--- src/bbc_pkg.sv ---
package bbc_pkg;

	// ****************************************************************
	// Clock and delay-line taps
	// ****************************************************************
	localparam int CLK_PERIOD_NS = 8;
	localparam int TAP_040_NS    = 40;
	localparam int TAP_060_NS    = 60;
	localparam int TAP_110_NS    = 110;
	localparam int TAP_130_NS    = 130;
	localparam int LOW_LAG_NS    = 20;
	localparam int TAP_180_NS    = 180;
	localparam int TAP_200_NS    = 200;
	localparam int TAP_300_NS    = 300;

	// Taps are events after launch, so round up to whole cycles
	localparam int TAP_040_CYC = (TAP_040_NS + CLK_PERIOD_NS - 1) / CLK_PERIOD_NS;
	localparam int TAP_060_CYC = (TAP_060_NS + CLK_PERIOD_NS - 1) / CLK_PERIOD_NS;
	localparam int TAP_110_CYC = (TAP_110_NS + CLK_PERIOD_NS - 1) / CLK_PERIOD_NS;
	localparam int TAP_130_CYC = (TAP_130_NS + CLK_PERIOD_NS - 1) / CLK_PERIOD_NS;
	localparam int TAP_LOW_CYC = (TAP_110_NS + LOW_LAG_NS + CLK_PERIOD_NS - 1) / CLK_PERIOD_NS;
	localparam int TAP_180_CYC = (TAP_180_NS + CLK_PERIOD_NS - 1) / CLK_PERIOD_NS;
	localparam int TAP_200_CYC = (TAP_200_NS + CLK_PERIOD_NS - 1) / CLK_PERIOD_NS;
	localparam int TAP_300_CYC = (TAP_300_NS + CLK_PERIOD_NS - 1) / CLK_PERIOD_NS;
	localparam int TAP_CNT_W   = 6;

	// ****************************************************************
	// Buffer geometry
	// ****************************************************************
	localparam int BUF_DEPTH = 16;
	localparam int PTR_W     = 4;
	localparam int OCC_W     = 5;
	localparam int BYTE_W    = 8;

	// ****************************************************************
	// Register map
	// ****************************************************************
	localparam int REG_ADDR_W = 8;
	localparam int REG_DATA_W = 32;
	localparam logic [7:0] CTRL_OFFSET   = 8'h00;
	localparam logic [7:0] STATUS_OFFSET = 8'h04;
	localparam logic [2:0] CTRL_RESET    = 3'h0;
	localparam int CTRL_TM1_BIT   = 0;
	localparam int CTRL_HOST_TO_CTRL_ORDER_BIT  = 1;
	localparam int CTRL_WIDE_BIT  = 2;
	localparam int ST_OCC_LSB     = 0;
	localparam int ST_WPTR_LSB    = 8;
	localparam int ST_RPTR_LSB    = 12;
	localparam int ST_FULL_BIT    = 16;
	localparam int ST_EMPTY_BIT   = 17;
	localparam int ST_IDLE_BIT    = 18;
	localparam int ST_WCYC_BIT    = 19;
	localparam int ST_RCYC_BIT    = 20;
	localparam int ST_CLKEN_BIT   = 21;
	localparam int ST_BUFEN_BIT   = 22;

	// ****************************************************************
	// Reset and order-out load values
	// ****************************************************************
	localparam logic [4:0] OCC_RESET  = 5'h00;
	localparam logic [4:0] OCC_FULL   = 5'h10;
	localparam logic [3:0] PTR_RESET  = 4'h0;

	typedef enum logic [1:0] {
		BBC_IDLE,
		BBC_RUN
	} bbc_tstate_t;

endpackage

--- src/bbc_byte_buffer_control.sv ---
// The register offsets and strobed register access were chosen for this implementation.
`timescale 1ns/1ns
// Functional notes
// - Order-out transfer strobe clears write and read pointers to zero.
// - Write pointer steps after tap 130 of write cycle; read pointer likewise.
// - Location select follows cycle's pointer; forced zero while idle.
// - Leave idle at tap 60, return at tap 300; idle while not busy.
// - Occupancy counts up per write cycle, down per read cycle.
// - Full is the occupancy counter's top stage.
// - Empty when occupancy counter is all zeros.
// - Order-out clears occupancy; test-mode-1 host-bound order sets full instead.
// - Upper stages clock at tap 110; low stage about 20 ns later.
// - Timing cycle launches on cycle launch only while idle.
// - Launch when either gate set; write wins when both are set.
// - Gate clearing overrides setting; gates enabled only with buffer enable.
// - Launch blocks further gate setting; gates cleared at tap 110.
// - Write or read cycle latch set from granted gate at tap 40.
// - Write requested only with input register full and buffer idle.
// - Test mode 1 host data: writes regardless; store inhibited after 16 bytes.
// - Normal write needs not full and read order, empty, or output full.
// - Read requires idle, output register empty, not empty, no inhibit.
// - Read inhibited by read order pending, test-mode-1 write, wide end data.
// - Byte written to addressed location at tap 180 with clock enable.
// - Addressed byte loads output holding register at tap 200 of read.
// - Buffer enable set in data service; cleared by start-I/O clear or order-in.
module bbc_byte_buffer_control (
	// Clock and reset
	input  wire logic                   sys_clk,
	input  wire logic                   rst,
	// Register port
	input  wire logic [7:0]             reg_addr,
	input  wire logic [31:0]            reg_wdata,
	input  wire logic                   reg_wr,
	input  wire logic                   reg_rd,
	output logic      [31:0]            reg_rdata,
	// Controller sequencing
	input  wire logic                   controller_not_busy,
	input  wire logic                   order_out,
	input  wire logic                   transfer_phase_strobe,
	input  wire logic                   data_service_cycle,
	input  wire logic                   order_in_service,
	input  wire logic                   start_io_clear,
	input  wire logic                   data_in_service,
	input  wire logic                   end_data_latch,
	// Holding registers
	input  wire logic                   input_reg_full,
	input  wire logic                   output_reg_full,
	input  wire logic [7:0]             input_byte,
	// Buffer state
	output logic      [3:0]             location_select,
	output logic                        buffer_idle,
	output logic                        cycle_launch,
	output logic                        write_cycle,
	output logic                        read_cycle,
	output logic                        write_pointer_clock,
	output logic                        read_pointer_clock,
	output logic                        memory_clock_enable,
	output logic                        occupancy_full_bit,
	output logic                        buffer_empty,
	output logic      [4:0]             occupancy,
	// Output byte
	output logic      [7:0]             output_byte,
	output logic                        output_load
);

	// ****************************************************************
	// Declarations
	// ****************************************************************
	logic [2:0]                     ctrl_q;
	logic                           test_mode_one, host_to_ctrl_order, ctrl_to_host_order, wide_interface;
	logic [3:0]                     wptr_q, rptr_q, occ_hi_q, loc_q;
	logic                           occupancy_low_bit, buffer_active_latch, buffer_en_q, clken_inhibit_q;
	logic                           write_cycle_q, read_cycle_q, out_load_q;
	logic [7:0]                     out_byte_q;
	logic [31:0]                    rdata_q;
	logic [7:0]                     staging_memory [16];
	bbc_pkg::bbc_tstate_t           tstate_q;
	logic [5:0]                     tap_q;
	logic                           write_request_gate, read_request_gate, write_grant, read_grant;
	logic                           write_set, read_set, read_inhibit;
	logic                           pointer_clear_clock, gate_clear, launch_go;
	logic                           tap_forty_delayed, tap_sixty, tap_one_ten, tap_one_thirty, tap_low;
	logic                           tap_one_eighty, tap_two_hundred, tap_three_hundred;

	// ****************************************************************
	// Control register fields
	// ****************************************************************
	assign test_mode_one      = ctrl_q[bbc_pkg::CTRL_TM1_BIT];
	assign host_to_ctrl_order = ctrl_q[bbc_pkg::CTRL_HOST_TO_CTRL_ORDER_BIT];
	assign ctrl_to_host_order = !host_to_ctrl_order;
	assign wide_interface     = ctrl_q[bbc_pkg::CTRL_WIDE_BIT];

	// Software writes the mode bits that steer the start-up logic
	always_ff @(posedge sys_clk or posedge rst) begin
		if (rst) begin
			ctrl_q <= bbc_pkg::CTRL_RESET;
		end else if (reg_wr && reg_addr == bbc_pkg::CTRL_OFFSET) begin
			ctrl_q <= reg_wdata[2:0];
		end
	end

	// Read data stands one cycle after the strobe; unmapped reads give zero
	always_ff @(posedge sys_clk or posedge rst) begin
		if (rst) begin
			rdata_q <= 32'h0000_0000;
		end else begin
			rdata_q <= 32'h0000_0000;
			if (reg_rd && reg_addr == bbc_pkg::CTRL_OFFSET) begin
				rdata_q[2:0] <= ctrl_q;
			end else if (reg_rd && reg_addr == bbc_pkg::STATUS_OFFSET) begin
				rdata_q[bbc_pkg::ST_OCC_LSB +: 5]  <= occupancy;
				rdata_q[bbc_pkg::ST_WPTR_LSB +: 4] <= wptr_q;
				rdata_q[bbc_pkg::ST_RPTR_LSB +: 4] <= rptr_q;
				rdata_q[bbc_pkg::ST_FULL_BIT]      <= occupancy_full_bit;
				rdata_q[bbc_pkg::ST_EMPTY_BIT]     <= buffer_empty;
				rdata_q[bbc_pkg::ST_IDLE_BIT]      <= buffer_idle;
				rdata_q[bbc_pkg::ST_WCYC_BIT]      <= write_cycle_q;
				rdata_q[bbc_pkg::ST_RCYC_BIT]      <= read_cycle_q;
				rdata_q[bbc_pkg::ST_CLKEN_BIT]     <= memory_clock_enable;
				rdata_q[bbc_pkg::ST_BUFEN_BIT]     <= buffer_en_q;
			end
		end
	end
	assign reg_rdata = rdata_q;

	// ****************************************************************
	// Delay-line model: a tap counter running from launch
	// ****************************************************************
	assign launch_go = cycle_launch && tstate_q == bbc_pkg::BBC_IDLE && buffer_idle
		&& !controller_not_busy;

	// A not-busy controller aborts the cycle so the buffer sits idle
	always_ff @(posedge sys_clk or posedge rst) begin
		if (rst) begin
			tstate_q <= bbc_pkg::BBC_IDLE;
			tap_q    <= 6'h00;
		end else begin
			case (tstate_q)
				bbc_pkg::BBC_IDLE: begin
					tap_q <= 6'h00;
					if (launch_go) begin
						tstate_q <= bbc_pkg::BBC_RUN;
						tap_q    <= 6'h01;
					end
				end
				bbc_pkg::BBC_RUN: begin
					if (controller_not_busy || tap_three_hundred) begin
						tstate_q <= bbc_pkg::BBC_IDLE;
						tap_q    <= 6'h00;
					end else begin
						tap_q <= tap_q + 6'h01;
					end
				end
				default: begin
					tstate_q <= bbc_pkg::BBC_IDLE;
					tap_q    <= 6'h00;
				end
			endcase
		end
	end

	// One-cycle tap pulses; each fires once per timing cycle
	assign tap_forty_delayed = tap_q == 6'(bbc_pkg::TAP_040_CYC);
	assign tap_sixty         = tap_q == 6'(bbc_pkg::TAP_060_CYC);
	assign tap_one_ten       = tap_q == 6'(bbc_pkg::TAP_110_CYC);
	assign tap_one_thirty    = tap_q == 6'(bbc_pkg::TAP_130_CYC);
	assign tap_low           = tap_q == 6'(bbc_pkg::TAP_LOW_CYC);
	assign tap_one_eighty    = tap_q == 6'(bbc_pkg::TAP_180_CYC);
	assign tap_two_hundred   = tap_q == 6'(bbc_pkg::TAP_200_CYC);
	assign tap_three_hundred = tap_q == 6'(bbc_pkg::TAP_300_CYC);

	// Buffer in use from tap 60 to tap 300; not-busy holds it at rest
	always_ff @(posedge sys_clk or posedge rst) begin
		if (rst) begin
			buffer_active_latch <= 1'b0;
		end else if (controller_not_busy) begin
			buffer_active_latch <= 1'b0;
		end else if (tap_sixty) begin
			buffer_active_latch <= 1'b1;
		end else if (tap_three_hundred) begin
			buffer_active_latch <= 1'b0;
		end
	end
	assign buffer_idle = !buffer_active_latch;

	// ****************************************************************
	// Buffer enable latch
	// ****************************************************************
	// Set beats clear so a data service in the clearing cycle is kept
	always_ff @(posedge sys_clk or posedge rst) begin
		if (rst) begin
			buffer_en_q <= 1'b0;
		end else if (data_service_cycle) begin
			buffer_en_q <= 1'b1;
		end else if (start_io_clear || order_in_service) begin
			buffer_en_q <= 1'b0;
		end
	end

	// ****************************************************************
	// Start-up logic
	// ****************************************************************
	// Read inhibit keeps the holding registers flowing the right way
	assign read_inhibit = (ctrl_to_host_order && input_reg_full && !occupancy_full_bit)
		|| (test_mode_one && host_to_ctrl_order)
		|| (wide_interface && data_in_service && end_data_latch);

	// Test mode 1 host data ignores occupancy; normal mode needs room
	assign write_set = input_reg_full && buffer_idle
		&& ((test_mode_one && host_to_ctrl_order)
		|| (!occupancy_full_bit && (ctrl_to_host_order || buffer_empty || output_reg_full)));

	assign read_set = buffer_idle && !output_reg_full && !buffer_empty && !read_inhibit;

	assign gate_clear = tap_one_ten;

	bbc_request_gate u_write_gate (
		.sys_clk (sys_clk),
		.rst     (rst),
		.set_req (write_set),
		.clear   (gate_clear),
		.enable  (buffer_en_q),
		.block   (cycle_launch),
		.gate_q  (write_request_gate)
	);

	bbc_request_gate u_read_gate (
		.sys_clk (sys_clk),
		.rst     (rst),
		.set_req (read_set),
		.clear   (gate_clear),
		.enable  (buffer_en_q),
		.block   (cycle_launch),
		.gate_q  (read_request_gate)
	);

	// Write grant suppresses read grant but never the launch itself
	assign cycle_launch = write_request_gate || read_request_gate;
	assign write_grant  = write_request_gate;
	assign read_grant   = read_request_gate && !write_request_gate;

	// Cycle latches steer transfers from tap 40 to the end of the cycle
	always_ff @(posedge sys_clk or posedge rst) begin
		if (rst) begin
			write_cycle_q <= 1'b0;
			read_cycle_q  <= 1'b0;
		end else if (tap_three_hundred || controller_not_busy) begin
			write_cycle_q <= 1'b0;
			read_cycle_q  <= 1'b0;
		end else if (tap_forty_delayed) begin
			write_cycle_q <= write_grant;
			read_cycle_q  <= read_grant;
		end
	end
	assign write_cycle = write_cycle_q;
	assign read_cycle  = read_cycle_q;

	// ****************************************************************
	// Address pointers and location select
	// ****************************************************************
	assign pointer_clear_clock = order_out && transfer_phase_strobe;
	assign write_pointer_clock = write_cycle_q && tap_one_thirty;
	assign read_pointer_clock  = read_cycle_q && tap_one_thirty;

	// Four-bit counters wrap naturally, giving a circular store
	always_ff @(posedge sys_clk or posedge rst) begin
		if (rst) begin
			wptr_q <= bbc_pkg::PTR_RESET;
			rptr_q <= bbc_pkg::PTR_RESET;
		end else if (pointer_clear_clock) begin
			wptr_q <= bbc_pkg::PTR_RESET;
			rptr_q <= bbc_pkg::PTR_RESET;
		end else if (buffer_en_q) begin
			if (write_pointer_clock) begin
				wptr_q <= wptr_q + 4'h1;
			end
			if (read_pointer_clock) begin
				rptr_q <= rptr_q + 4'h1;
			end
		end
	end

	// Select latched at tap 60 and held: pointers step at tap 130, before the store
	always_ff @(posedge sys_clk or posedge rst) begin
		if (rst) begin
			loc_q <= bbc_pkg::PTR_RESET;
		end else if (tap_sixty && !controller_not_busy) begin
			loc_q <= write_cycle_q ? wptr_q : rptr_q;
		end else if (buffer_idle) begin
			loc_q <= bbc_pkg::PTR_RESET;
		end
	end
	assign location_select = loc_q;

	// ****************************************************************
	// Occupancy counter
	// ****************************************************************
	// Upper stages move at tap 110 using the low stage as carry or borrow
	always_ff @(posedge sys_clk or posedge rst) begin
		if (rst) begin
			occ_hi_q <= 4'h0;
		end else if (pointer_clear_clock) begin
			occ_hi_q <= (test_mode_one && ctrl_to_host_order) ? bbc_pkg::OCC_FULL[4:1]
				: bbc_pkg::OCC_RESET[4:1];
		end else if (tap_one_ten && write_cycle_q && occupancy_low_bit) begin
			occ_hi_q <= occ_hi_q + 4'h1;
		end else if (tap_one_ten && read_cycle_q && !occupancy_low_bit) begin
			occ_hi_q <= occ_hi_q - 4'h1;
		end
	end

	// Low stage lags so the carry decision above sees it stable
	always_ff @(posedge sys_clk or posedge rst) begin
		if (rst) begin
			occupancy_low_bit <= 1'b0;
		end else if (pointer_clear_clock) begin
			occupancy_low_bit <= 1'b0;
		end else if (tap_low && (write_cycle_q || read_cycle_q)) begin
			occupancy_low_bit <= !occupancy_low_bit;
		end
	end

	assign occupancy          = {occ_hi_q, occupancy_low_bit};
	assign occupancy_full_bit = occ_hi_q[3];
	assign buffer_empty       = occupancy == bbc_pkg::OCC_RESET;

	// ****************************************************************
	// Staging memory and output byte
	// ****************************************************************
	// Store inhibit latches at cycle end once test mode 1 fills the buffer
	always_ff @(posedge sys_clk or posedge rst) begin
		if (rst) begin
			clken_inhibit_q <= 1'b0;
		end else if (tap_three_hundred && occupancy_full_bit && test_mode_one) begin
			clken_inhibit_q <= 1'b1;
		end else if (order_out) begin
			clken_inhibit_q <= 1'b0;
		end
	end
	assign memory_clock_enable = write_cycle_q && !clken_inhibit_q;

	// Later bytes are still accepted, only the store is dropped
	always_ff @(posedge sys_clk) begin
		if (tap_one_eighty && memory_clock_enable) begin
			staging_memory[loc_q] <= input_byte;
		end
	end

	// Holding register load; load pulse tells the owner it is now full
	always_ff @(posedge sys_clk or posedge rst) begin
		if (rst) begin
			out_byte_q <= 8'h00;
			out_load_q <= 1'b0;
		end else begin
			out_load_q <= 1'b0;
			if (tap_two_hundred && read_cycle_q) begin
				out_byte_q <= staging_memory[loc_q];
				out_load_q <= 1'b1;
			end
		end
	end
	assign output_byte = out_byte_q;
	assign output_load = out_load_q;

endmodule

--- src/bbc_request_gate.sv ---
`timescale 1ns/1ns
// Rejection-style latch: the clearing input overrides setting inputs
module bbc_request_gate (
	// Clock and reset
	input  wire logic sys_clk,
	input  wire logic rst,
	// Control
	input  wire logic set_req,
	input  wire logic clear,
	input  wire logic enable,
	input  wire logic block,
	// State
	output logic      gate_q
);

	// Clear or missing enable beats any set; set is refused once launch is up
	always_ff @(posedge sys_clk or posedge rst) begin
		if (rst) begin
			gate_q <= 1'b0;
		end else if (clear || !enable) begin
			gate_q <= 1'b0;
		end else if (set_req && !block) begin
			gate_q <= 1'b1;
		end
	end

endmodule

--- config.mk ---
export PLATFORM = sky130hd
export DESIGN_NAME = bbc_byte_buffer_control
export DESIGN_NICKNAME = d
export VERILOG_FILES = /design/src/bbc_pkg.sv /design/src/bbc_byte_buffer_control.sv /design/src/bbc_request_gate.sv
export SDC_FILE = /design/constraint.sdc
export NUM_CORES = 1
export LEC_CHECK = 0
export BUFFER_PORTS_ARGS = -buffer_cell sky130_fd_sc_hd__buf_2
export CAP_MARGIN = 10
export CORE_MARGIN = 10
export CORE_UTILIZATION = 57
export DETAILED_ROUTE_END_ITERATION = 10
export PLACE_DENSITY = 0.8
export SETUP_SLACK_MARGIN = 0.1
export SYNTH_ARGS = -nofsm -noshare
export SYNTH_HDL_FRONTEND = slang
export SYNTH_SLANG_ARGS = --single-unit
export TNS_END_PERCENT = 20
--- constraint.sdc ---
create_clock -name sys_clk -period 3.48 [get_ports sys_clk]
set_clock_uncertainty 0.2 [all_clocks]
set_input_delay 0.174 -clock sys_clk [delete_from_list [all_inputs] [get_ports sys_clk]]
set_output_delay 0.174 -clock sys_clk [all_outputs]
set_load 0.02 [all_outputs]
## Word-level counts from Yosys, hierarchy flattened

Memories as Yosys holds them, arrays and structs flattened. A register that Yosys moved wholly into a read port is not among the register bits.
Index checks and enable logic that the tools add are counted.

| word-level totals | value |
|---|---|
| output and inout port bits | 59 |
| memories kept | 1 |
| logic and storage cells | 153 |
| register bits | 56 |
| input bits | 62 |
| bits in latches | 0 |
| memory bits (read-only) | 0 |
| bits in writable memories | 128 |

Memory list:

| memory | depth | width | rd ports | clocked after Yosys merged registers in | wr ports | RTL line | source |
|---|---|---|---|---|---|---|---|
| staging_memory | 16 | 8 | 1 | 1 | 1 | bbc_byte_buffer_control.sv:76 | `logic [7:0] staging_memory [16];` |

| operators by class | value |
|---|---|
| $mul | 0 |
| order comparisons | 0 |
| divide/modulo/power cells | 0 |
| add/sub/neg operators | 5 |
| eq/ne operators | 12 |
| bitwise operators | 0 |
| mux-type cells | 44 |
| reduce and logical (&&, ||, !) cells | 74 |
| shifts and indexed selects | 0 |

Operator list:

| kind | count |
|---|---|
| 4-bit two-way mux | 13 |
| 1-bit logical AND | 35 |
| 15-bit two-way mux | 2 |
| 1-bit two-way mux | 21 |
| 6-bit by 5-bit equality test with 1-bit output, second input constant | 3 |
| 2-bit nonzero test | 9 |
| 4-bit by 1-bit adder with 4-bit output, second input constant | 3 |
| 6-bit by 4-bit equality test with 1-bit output, second input constant | 2 |
| 1-bit zero test | 12 |
| 6-bit case mux with 2 select lines | 1 |
| 1-bit logical OR | 10 |
| 8-bit by 3-bit equality test with 1-bit output, second input constant | 1 |
| 8-bit zero test | 1 |
| 6-bit by 1-bit adder with 6-bit output, second input constant | 1 |
| 6-bit by 3-bit equality test with 1-bit output, second input constant | 1 |
| 6-bit equality test, second input constant | 1 |
| 2-bit two-way mux | 3 |
| 6-bit two-way mux | 1 |
| 2-bit AND reduction | 3 |
| 3-bit nonzero test | 2 |
| 5-bit zero test | 1 |
| 5-bit two-way mux | 1 |
| 2-bit != test, second input constant | 2 |
| 2-bit case mux with 2 select lines | 1 |
| other kinds (5) | 5 |

## Logic depth before layout (Yosys ltp)

Gate-level depths: netlist (run 1).

| depth | value |
|---|---|
| word-level depth | 10 |
| gate-level depth with buffers | 11 |
| depth with buffers taken out | 11 |

## Modules after synthesis

A second synthesis (run 1) with hierarchy kept.

| unflattened totals | value |
|---|---|
| cells, all modules | 499 |
| area, all modules | 7835.0 µm² |

By module, submodules not included:

| module | sequential area each (µm²) | area an instance (µm²) | times used | cells an instance |
|---|---|---|---|---|
| bbc_byte_buffer_control | 5345.1 | 7737.4 | 1 | 489 |
| bbc_request_gate | 25.0 | 48.8 | 2 | 5 |

## Least setup slack after synthesis (run 1)

Ideal clock, no wire load.

| timing path | value |
|---|---|
| path type | reg2reg |
| from | reg tap_q[0] |
| to | reg occ_hi_q[3] |
| period minus slack after synthesis | 2.480 ns |
| buffers on the path | 0 |
| required time | 3.145 ns |
| arrival | 2.146 ns |
| stages on the path, launching flop included | 12 |
| path slack | 1.000 ns |
| setup time | 0.135 ns |
| cells stage by stage | dfrtp_1 -> inv_1 -> ha_1 -> nand4b_4 -> nor3_4 -> inv_1 -> ha_1 -> a21o_1 -> a21oi_1 -> xnor2_1 -> mux2i_1 -> o311ai_1 |

| on the way | value |
|---|---|
| word-level cells in the longest chain between the ends | 5 |
| elaborated cells on any way between the ends | 8 |
| those cells by class | eq/ne: 1; mux: 2; reduce/logical: 5 |

RTL lines:

| what | RTL line | source |
|---|---|---|
| start: declaration | bbc_byte_buffer_control.sv:78 | `logic [5:0] tap_q;` |
| start signal: assignment | bbc_byte_buffer_control.sv:151 | `tap_q <= tap_q + 6'h01;` |
| 6-bit by 4-bit equality test with 1-bit output * | bbc_byte_buffer_control.sv:165 | `assign tap_one_ten = tap_q == 6'(bbc_pkg::TAP_110_CYC);` |
| 1-bit logical AND (2 in series) | bbc_byte_buffer_control.sv:305 | `end else if (tap_one_ten && write_cycle_q && occupancy_low_bit) begin` |
| 4-bit two-way mux | bbc_byte_buffer_control.sv:305 |  |
| 4-bit two-way mux | bbc_byte_buffer_control.sv:302 | `end else if (pointer_clear_clock) begin` |
| end signal: assignment | bbc_byte_buffer_control.sv:303 | `occ_hi_q <= (test_mode_one && ctrl_to_host_order) ? bbc_pkg::OCC_FULL[4:1]` |
| end signal: assignment | bbc_byte_buffer_control.sv:306 | `occ_hi_q <= occ_hi_q + 4'h1;` |
| end signal: assignment | bbc_byte_buffer_control.sv:308 | `occ_hi_q <= occ_hi_q - 4'h1;` |
| end: declaration | bbc_byte_buffer_control.sv:71 | `logic [3:0] wptr_q, rptr_q, occ_hi_q, loc_q;` |

Every way passes the cells marked *; elsewhere a longest branch is shown, timed or not.
A chain may end at the register's enable or synchronous reset.

## Worst setup path in the final report (run 1)

| timing path | value |
|---|---|
| from | in reg_addr[4] |
| to | reg ctrl_q[1] |

| on the way | value |
|---|---|
| word-level cells in the longest chain between the ends | 2 |

RTL lines:

| what | RTL line | source |
|---|---|---|
| start: declaration | bbc_byte_buffer_control.sv:31 | `input wire logic [7:0] reg_addr,` |
| 8-bit zero test | bbc_byte_buffer_control.sv:97 | `end else if (reg_wr && reg_addr == bbc_pkg::CTRL_OFFSET) begin` |
| 1-bit logical AND | bbc_byte_buffer_control.sv:97 |  |
| end signal: assignment | bbc_byte_buffer_control.sv:96 | `ctrl_q <= bbc_pkg::CTRL_RESET;` |
| end signal: assignment | bbc_byte_buffer_control.sv:98 | `ctrl_q <= reg_wdata[2:0];` |
| end: declaration | bbc_byte_buffer_control.sv:69 | `logic [2:0] ctrl_q;` |

Every way passes these cells.

==> results of run 1 <==
-- how the worst min path moves through the flow --
stage                                    from       endpoint  slack [ns]  cells after the start
after floorplan           controller_not_busy    tstate_q[0]        0.04                      1
after global placement     data_service_cycle    buffer_en_q        0.16                      2
after detailed placement   data_service_cycle    buffer_en_q        0.16                      2
after CTS                         reg_addr[3]  reg_rdata[21]        0.11                      5
after global routing              reg_addr[3]  reg_rdata[21]        0.18                      5
final                             reg_addr[3]  reg_rdata[21]        0.12                      5
-- layout by cell type (no fill, tap or decap), types with 9 or more instances in the layout --
cell type        n
buf_2           79
mux2i_1         17
nand2_1         30
nor2_1          49
conb_1          12
edfxtp_1       128
clkbuf_16       17
mux4_1           9
and2_1          15
dlygate4sd3_1   29
inv_1           10
mux4_2          23
dfrtp_1         61
-- cell families (layout without fill, tap and decap cells) --
kind of cell | after synthesis | count (layout) | synth area share
xor gates and xnor gates | 14 | 14 | 0.0154
other | 1 | 12 | 0.000471
muxes | 52 | 52 | 0.120
DFF | 190 | 190 | 0.677
buffers and inverters | 50 | 161 | 0.0386
AOI/OAI and AO/OA | 41 | 41 | 0.0383
and+or+nand+nor | 143 | 143 | 0.0947
adders and majority gates | 9 | 9 | 0.0151
-- sequential cells by signal, indices dropped and copies added (netlist names) --
register             cells
occ_hi_q                 4
u_write_gate.gate_q      1
read_cycle               1
staging_memory         128
occupancy_low_bit        1
tap_q                    6
clken_inhibit_q          1
location_select          4
rptr_q                   4
u_read_gate.gate_q       1
write_cycle              1
buffer_active_latch      1
output_load              1
tstate_q                 1
ctrl_q                   3
reg_rdata               19
output_byte              8
buffer_en_q              1
wptr_q                   4
-- worst min-delay path: stages --
cell and delay (ns):
buf_2 0.08, nor3_1 0.03, nand2_1 0.13, nor2_2 0.14, and2_1 0.16
-- what timing repair did --
action / CTS / global route
gates resized for setup: 0 / 0
endpoints found under the hold margin: 195 / 0
hold buffers: 29 / 0
-- layer usage --
layer	up-vias	global-route usage	routed length, um
li1	2065	-	-
met1	2305	0.217	6750
met2	187	0.296	8100
met3	29	0.0527	1250
met4	0	0.0660	325
met5	-	0	0
-- power groups by stage --
stage / clock, mW / combinational (mW) / sequential (mW)
2_1_floorplan: 0 / 0.0662 / 2.48
3_3_place_gp: 0 / 0.104 / 2.48
4_1_cts: 2.02 / 0.133 / 2.43
3_5_place_dp: 0 / 0.110 / 2.48
5_1_grt: 2.11 / 0.150 / 2.43
6_report: 1.98 / 0.134 / 2.43
-- layout make-up --
cell class | count | area (sq um) | area share
clock inverter | 13 | 175 | 0.0187
inverter | 12 | 45.0 | 0.00482
tap | 180 | 225 | 0.0241
sequential | 190 | 5400 | 0.577
clock buffer | 19 | 433 | 0.0463
timing repair buffer | 117 | 766 | 0.0819
multi-input combinational | 271 | 2310 | 0.247
-- cells in the mapped netlist (8+ instances only) --
cell,n
and2_1,15
buf_4,18
dfrtp_1,62
edfxtp_1,128
ha_1,8
inv_1,11
mux2i_1,17
mux4_1,9
mux4_2,23
nand2_1,30
nand3_1,8
nor2_1,49
-- metrics by stage --
stage | power [mW] | worst slack [ns] | instance area, sq um | util
6_report | 4.55 | 0.650 | 9350 | 0.679
5_1_grt | 4.69 | 0.389 | 9350 | 0.679
4_1_cts | 4.58 | 0.720 | 9350 | 0.679
3_5_place_dp | 2.59 | 0.728 | 8450 | 0.613
3_3_place_gp | 2.58 | 0.772 | 8450 | 0.613
2_1_floorplan | 2.54 | 1.00 | 8010 | -
==> Flow_metrics.wiki, run 1 <==
{| class="wikitable"
! Metric !! Value
|-
| Unrepaired setup endpoints after global routing || false
|-
| Register share of total power || 0.535
|-
| Clock latency on the worst-skew pair || 0.43 ns
|-
| Max-slew violation total from the final report || 0
|-
| Number of unique standard cell types used by synthesis || 58
|-
| Clock transition at the registers of the reported paths || 0.07 ns
|-
| Remaining number of nets flagged by the antenna check after routing || 0
|-
| Total number of nets in the final design || just under 700
|-
| Register bit total from synthesis || 190
|-
| First-pass GRT wire length || about 27,000 um
|-
| Drt first pass iters || 5
|-
| Time the final worst path needs with I/O delays and setup || roughly 2.8 ns
|-
| Net Sw Frac || 0.203
|-
| Worst-case vdd ir drop || between 0.4 and 0.5 mV
|-
| Number of antenna violations at the first check in global routing || 0
|-
| Depth of the critical timing path with buffers and inverters included || 9
|-
| Crit-path leading delay family || buffers and inverters
|-
| Critical path's most frequent cell || dlygate4sd3_1
|-
| Launching element type of the critical path || primary input
|-
| Non-filler instance count after layout || 802
|-
| Core footprint || 0.0138 sq mm
|-
| Number of core rows || 43
|-
| Height of the chip || 138 um
|-
| Crit path from || reg_addr[4]
|-
| Fraction of the yosys area taken by sequential cells || 0.677
|-
| Area growth syn-to-layout || 17.3%
|-
| I/O pin cnt || ~120
|-
| Cell type with the largest total area after synthesis || edfxtp_1
|-
| Share of post-route cells with drive strength above 1 || 0.251
|-
| Post-CTS repair timing setup buffer count || 0
|-
| Data arrival time of the worst path || 2.94 ns
|-
| Residual DRC count || 0
|-
| Avg Vias per Cell || ~5.7
|-
| Inserted Clock Buffers || 17
|-
| Average routed wire per standard cell || 20.5 um
|-
| Capture instance of the worst register-to-register path || staging_memory[3][1]
|-
| Cell count after synthesis || 500
|-
| Portion of total power attributed to the clock network || 0.436
|-
| Synth Cell Area || 0.00797 sq mm
|-
| Fill cell total of the finished layout || 903
|-
| Register-to-Register Path Depth || 6
|-
| Kind of path behind the tightest hold check || in2reg
|-
| Ordered cell list for the critical path || dlygate4sd3_1, buf_2, nor4_1, dlygate4sd3_1, nand2_1, nor2_1, nand2_1, mux2_1, dlygate4sd3_1
|-
| Wirelength, routed || 16,400 um
|-
| DP HPWL || roughly 11,000 um
|-
| Worst hold slack || 0.121 ns
|-
| Vias in the first global route || 4,931
|-
| Net switching power || 925 uW
|-
| Number of buffers inserted by port buffering || 79
|-
| Drt first-iter violations || 401
|-
| Critical Path Sink || ctrl_q[1]
|-
| Reg-to-reg startpoint || write_cycle
|-
| Post-synth EDFFs || 128
|-
| Slowest cell on crit path || dlygate4sd3_1
|-
| Number of cells after detailed placement || 741
|-
| CTS tree || yes
|-
| Required time of the worst setup path || 3.59 ns
|-
| Die extent in x || around 140 um
|-
| Final hold vios || 0
|-
| CTS H-tree depth || 4
|-
| Maximum number of pins on one net before global-route repair || 46
|-
| Max-cap violations || 0
|-
| Critical Path Max Stage Delay || 0.58 ns
|-
| Longest Clk Path Bufs || 2
|-
| Internal power contribution || between 3 and 4 mW
|-
| Tightest Pin Transition || approximately 0.91 ns
|-
| Slew margin rel. || 0.395
|-
| CP endpoint kind || flop
|-
| Outcome || complete, no violations
|-
| Critical path start-end classification || in2reg
|-
| Summed negative setup slack over all endpoints || 0 ns
|-
| Max FO, Critical Path || 4
|-
| Initial standard-cell utilization of the core || 0.578
|-
| Comb pwr share || 0.029
|-
| Total Routing Usage GR || 0.178
|-
| Share of the synthesized area in the top cell type || 0.482
|-
| Overall overflow remaining after global route || 0
|-
| Largest cells by area after synthesis || edfxtp_1 48%, dfrtp_1 19%, mux4_2 6.5%
|-
| Total via count in the routed design || 4,586
|-
| Overall die area || about 0.019 sq mm
|-
| PD cells || 487 mW/mm^2
|-
| Total of endpoints with negative setup slack in the final report || 0
|-
| Maximum frequency from static timing analysis || approximately 0.35 GHz
|-
| Antenna cell count || 0
|-
| Average cell area after synthesis || 15.9 sq um
|-
| Final clock period utilization by the worst path || 0.813
|-
| LEAKAGE || 3.66 nW
|-
| Proportion of synthesized flip-flops having asynchronous set or reset || 0.326
|-
| Clock root buffer master || clkbuf_16
|-
| Critical path buffers and inverters || 4
|-
| Placer Congestion || roughly 0.85
|-
| Commonest register cell after synthesis || edfxtp_1
|-
| Worst-case register-to-register setup slack || 0.69 ns
|-
| Clock sink count || 190
|-
| Number of warnings reported in the yosys synthesis log || 0
|}
No activity file was read; power rests on OpenSTA's default activity.
==> run 2, diff against run 1 <==
--- a/config.mk
+++ b/config.mk
@@ -5,6 +5,7 @@
 export SDC_FILE = /design/constraint.sdc
 export NUM_CORES = 1
 export LEC_CHECK = 0
+export ABC_AREA = 1
 export BUFFER_PORTS_ARGS = -buffer_cell sky130_fd_sc_hd__buf_2
 export CAP_MARGIN = 10
 export CORE_MARGIN = 10
==> constraint.sdc (replaced) <==
create_clock -name sys_clk -period 2.7 [get_ports sys_clk]
set_clock_uncertainty 0.2 [all_clocks]
set_input_delay 0.135 -clock sys_clk [delete_from_list [all_inputs] [get_ports sys_clk]]
set_output_delay 0.135 -clock sys_clk [all_outputs]
set_load 0.02 [all_outputs]
==> Flow_metrics.wiki, run 2 <==
{| class="wikitable"
! Metric !! Value
|-
| Share of post-route cells with drive strength above 1 || 0.176
|-
| Terminating pin of the worst hold path || rptr_q[0]
|-
| DP HPWL || 12,600 um
|-
| Total of endpoints with negative setup slack in the final report || 0
|-
| Overall die area || 0.0197 sq mm
|-
| Maximum number of pins on one net before global-route repair || 63
|-
| Residual DRC count || 0
|-
| Fraction of the yosys area taken by sequential cells || 0.655
|-
| Data arrival time of the worst path || 2.65 ns
|-
| Avg Vias per Cell || approximately 5.4
|-
| Overall overflow remaining after global route || 0
|-
| Register-to-Register Path Depth || 13
|-
| Max FO, Critical Path || 4
|-
| Area growth syn-to-layout || 19.0%
|-
| Share of the synthesized area in the top cell type || 0.467
|-
| Core footprint || 0.0140 sq mm
|-
| Critical path's most frequent cell || dlygate4sd3_1
|-
| CP endpoint kind || flop
|-
| Ordered cell list for the critical path || dlygate4sd3_1, buf_2, nor3_4, nand3_2, inv_1, nand2_1, dlygate4sd3_1, o21ai_0, dlygate4sd3_1
|-
| Longest Clk Path Bufs || 2
|-
| Initial standard-cell utilization of the core || 0.587
|-
| Summed negative setup slack over all endpoints || 0 ns
|-
| Launching element type of the critical path || primary input
|-
| Average routed wire per standard cell || 17.6 um
|-
| Maximum frequency from static timing analysis || 0.403 GHz
|-
| Final hold vios || 0
|-
| Number of antenna violations at the first check in global routing || 0
|-
| Wirelength, routed || 20,000 um
|-
| Number of buffers inserted by port buffering || 79
|-
| Commonest non-fill, non-tap cell in the layout || nand2_1
|-
| Clock root buffer master || clkbuf_16
|-
| Most frequent cells in the layout || 314 x nand2_1, 128 x edfxtp_1, 80 x nor2_1, 79 x buf_2, 62 x dfrtp_1
|-
| Number of core rows || 43
|-
| Final clock period utilization by the worst path || 0.920
|-
| Clock transition at the registers of the reported paths || 0.07 ns
|-
| CTS tree || yes
|-
| Critical path start-end classification || in2reg
|-
| Proportion of synthesized flip-flops having asynchronous set or reset || 0.326
|-
| Average cell area after synthesis || slightly above 10 sq um
|-
| Vias in the first global route || 6,133
|-
| Drt first pass iters || 5
|-
| Most numerous cell in the Yosys netlist || nand2_1
|-
| Total via count in the routed design || slightly above 6,000
|-
| Placer Congestion || 0.877
|-
| Synth Cell Area || about 0.008 sq mm
|-
| Flip-flop count of the largest register after layout || 128
|-
| Register bit total from synthesis || 190
|-
| Cell count after synthesis || 806
|-
| Clock sink count || 190
|-
| Reg-to-reg startpoint || tap_q[0]
|-
| Slew margin rel. || 0.487
|-
| CTS H-tree depth || 4
|-
| Commonest register cell after synthesis || edfxtp_1
|-
| Total number of nets in the final design || roughly 1,000
|-
| Unrepaired setup endpoints after global routing || true
|-
| LEAKAGE || 4.33 nW
|-
| Time the final worst path needs with I/O delays and setup || 2.48 ns
|-
| Worst-case vdd ir drop || 0.453 mV
|-
| Outcome || complete, no violations
|-
| Top register by number of flip-flops || staging_memory
|-
| Cell types with the highest counts after synthesis || 314 x nand2_1, 128 x edfxtp_1, 80 x nor2_1
|-
| Clock latency on the worst-skew pair || 0.44 ns
|-
| Source of the worst hold timing path || transfer_phase_strobe
|-
| Number of unique standard cell types used by synthesis || 41
|-
| Remaining number of nets flagged by the antenna check after routing || 0
|-
| Max-slew violation total from the final report || 0
|-
| Worst hold path depth || 4
|-
| Cell type with the largest total area after synthesis || edfxtp_1
|-
| Total Routing Usage GR || 0.204
|-
| Post-synth EDFFs || 128
|-
| Kind of path behind the tightest hold check || in2reg
|-
| Drt first-iter violations || between 500 and 600
|-
| Capture instance of the worst register-to-register path || occ_hi_q[3]
|-
| Required time of the worst setup path || 2.87 ns
|-
| Post-Place Setup Slack || around 0.36 ns
|-
| Worst-case register-to-register setup slack || 0.34 ns
|-
| Antenna cell count || 0
|-
| Slowest cell on crit path || dlygate4sd3_1
|-
| PD cells || 644 mW/mm^2
|-
| Inserted Clock Buffers || 17
|-
| Max-cap violations || 0
|-
| Tightest Pin Transition || 0.769 ns
|-
| First-pass GRT wire length || ~32,000 um
|-
| Largest cells by area after synthesis || edfxtp_1 47%, dfrtp_1 19%, nand2_1 14%
|-
| Height of the chip || around 140 um
|-
| Critical Path Max Stage Delay || 0.58 ns
|-
| Setup ws final || 0.216 ns
|-
| I/O pin cnt || 121
|-
| Die extent in x || 140 um
|-
| Number of warnings reported in the yosys synthesis log || 0
|}
## run 2: cell families (layout without fill, tap and decap cells)
group                    Yosys count  after routing  synth area share
flip-flops                       190            190             0.655
adder cells (fa/ha/maj)            9              9            0.0146
AO/OA/AOI/OAI                     36             36            0.0240
buffers and inverters             85            222            0.0536
AND/OR/NAND/NOR                  477            477             0.244
XOR/XNOR                           8              8           0.00850
other                              1             12          0.000455
## run 2: worst max path at each step
stage | start | endpoint | cells past startpoint
global placement | tap_q[0] | occ_hi_q[3] | 11
detailed placement | tap_q[0] | occ_hi_q[3] | 13
CTS | reg_addr[3] | ctrl_q[1] | 9
global route | tap_q[0] | occ_hi_q[3] | 13
finish | reg_addr[3] | ctrl_q[1] | 9
floorplan | tap_q[0] | occ_hi_q[3] | 13
## run 2: critical path: cells and delay by family
family	cells	cell delay (ns)
AOI/OAI and AO/OA	1	0.07
buffers and inverters	5	1.96
and+or+nand+nor	3	0.49
## run 2: what timing repair did
action,4_1_cts,5_1_grt
gates resized for setup,0,1
buffers inserted,0,1
hold buffers,32,0
setup endpoints to repair,0,4
endpoints found under the hold margin,226,0
## run 2: routing by layer
layer  global-route usage  part of all wire  vias up
li1                     -                 -     2870
met1                0.236              0.37     2934
met2                0.343              0.51      305
met3               0.0517             0.083       67
met4                0.104             0.036        0
met5                    0                 0        -
## run 2: cell type report
type	count	area, sq um
Clock buffer	19	433
Inverter	52	198
Multi-Input combinational cell	542	2450
Clock inverter	13	171
Fill cell	948	4240
Sequential cell	190	5400
Timing Repair Buffer	138	931
Tap cell	180	225
## run 2: metrics by stage
stage,utilization,total power [mW],cells,cell area (sq um),hold WS [ns]
2_1_floorplan,-,3.60,817,8280,0.0339
3_3_place_gp,0.631,3.73,1069,8860,0.132
3_5_place_dp,0.631,3.75,1069,8860,0.136
4_1_cts,0.697,6.31,1133,9790,0.0201
5_1_grt,0.698,6.50,1134,9800,0.0921
6_report,0.698,6.31,1134,9800,0.0477
## run 2: power breakdown
part / internal, mW / switching [mW] / total [mW]
Sequential: 3.17 / 0.0729 / 3.24
Clock: 1.54 / 1.03 / 2.57
Combinational: 0.178 / 0.325 / 0.503
Total: 4.88 / 1.43 / 6.31
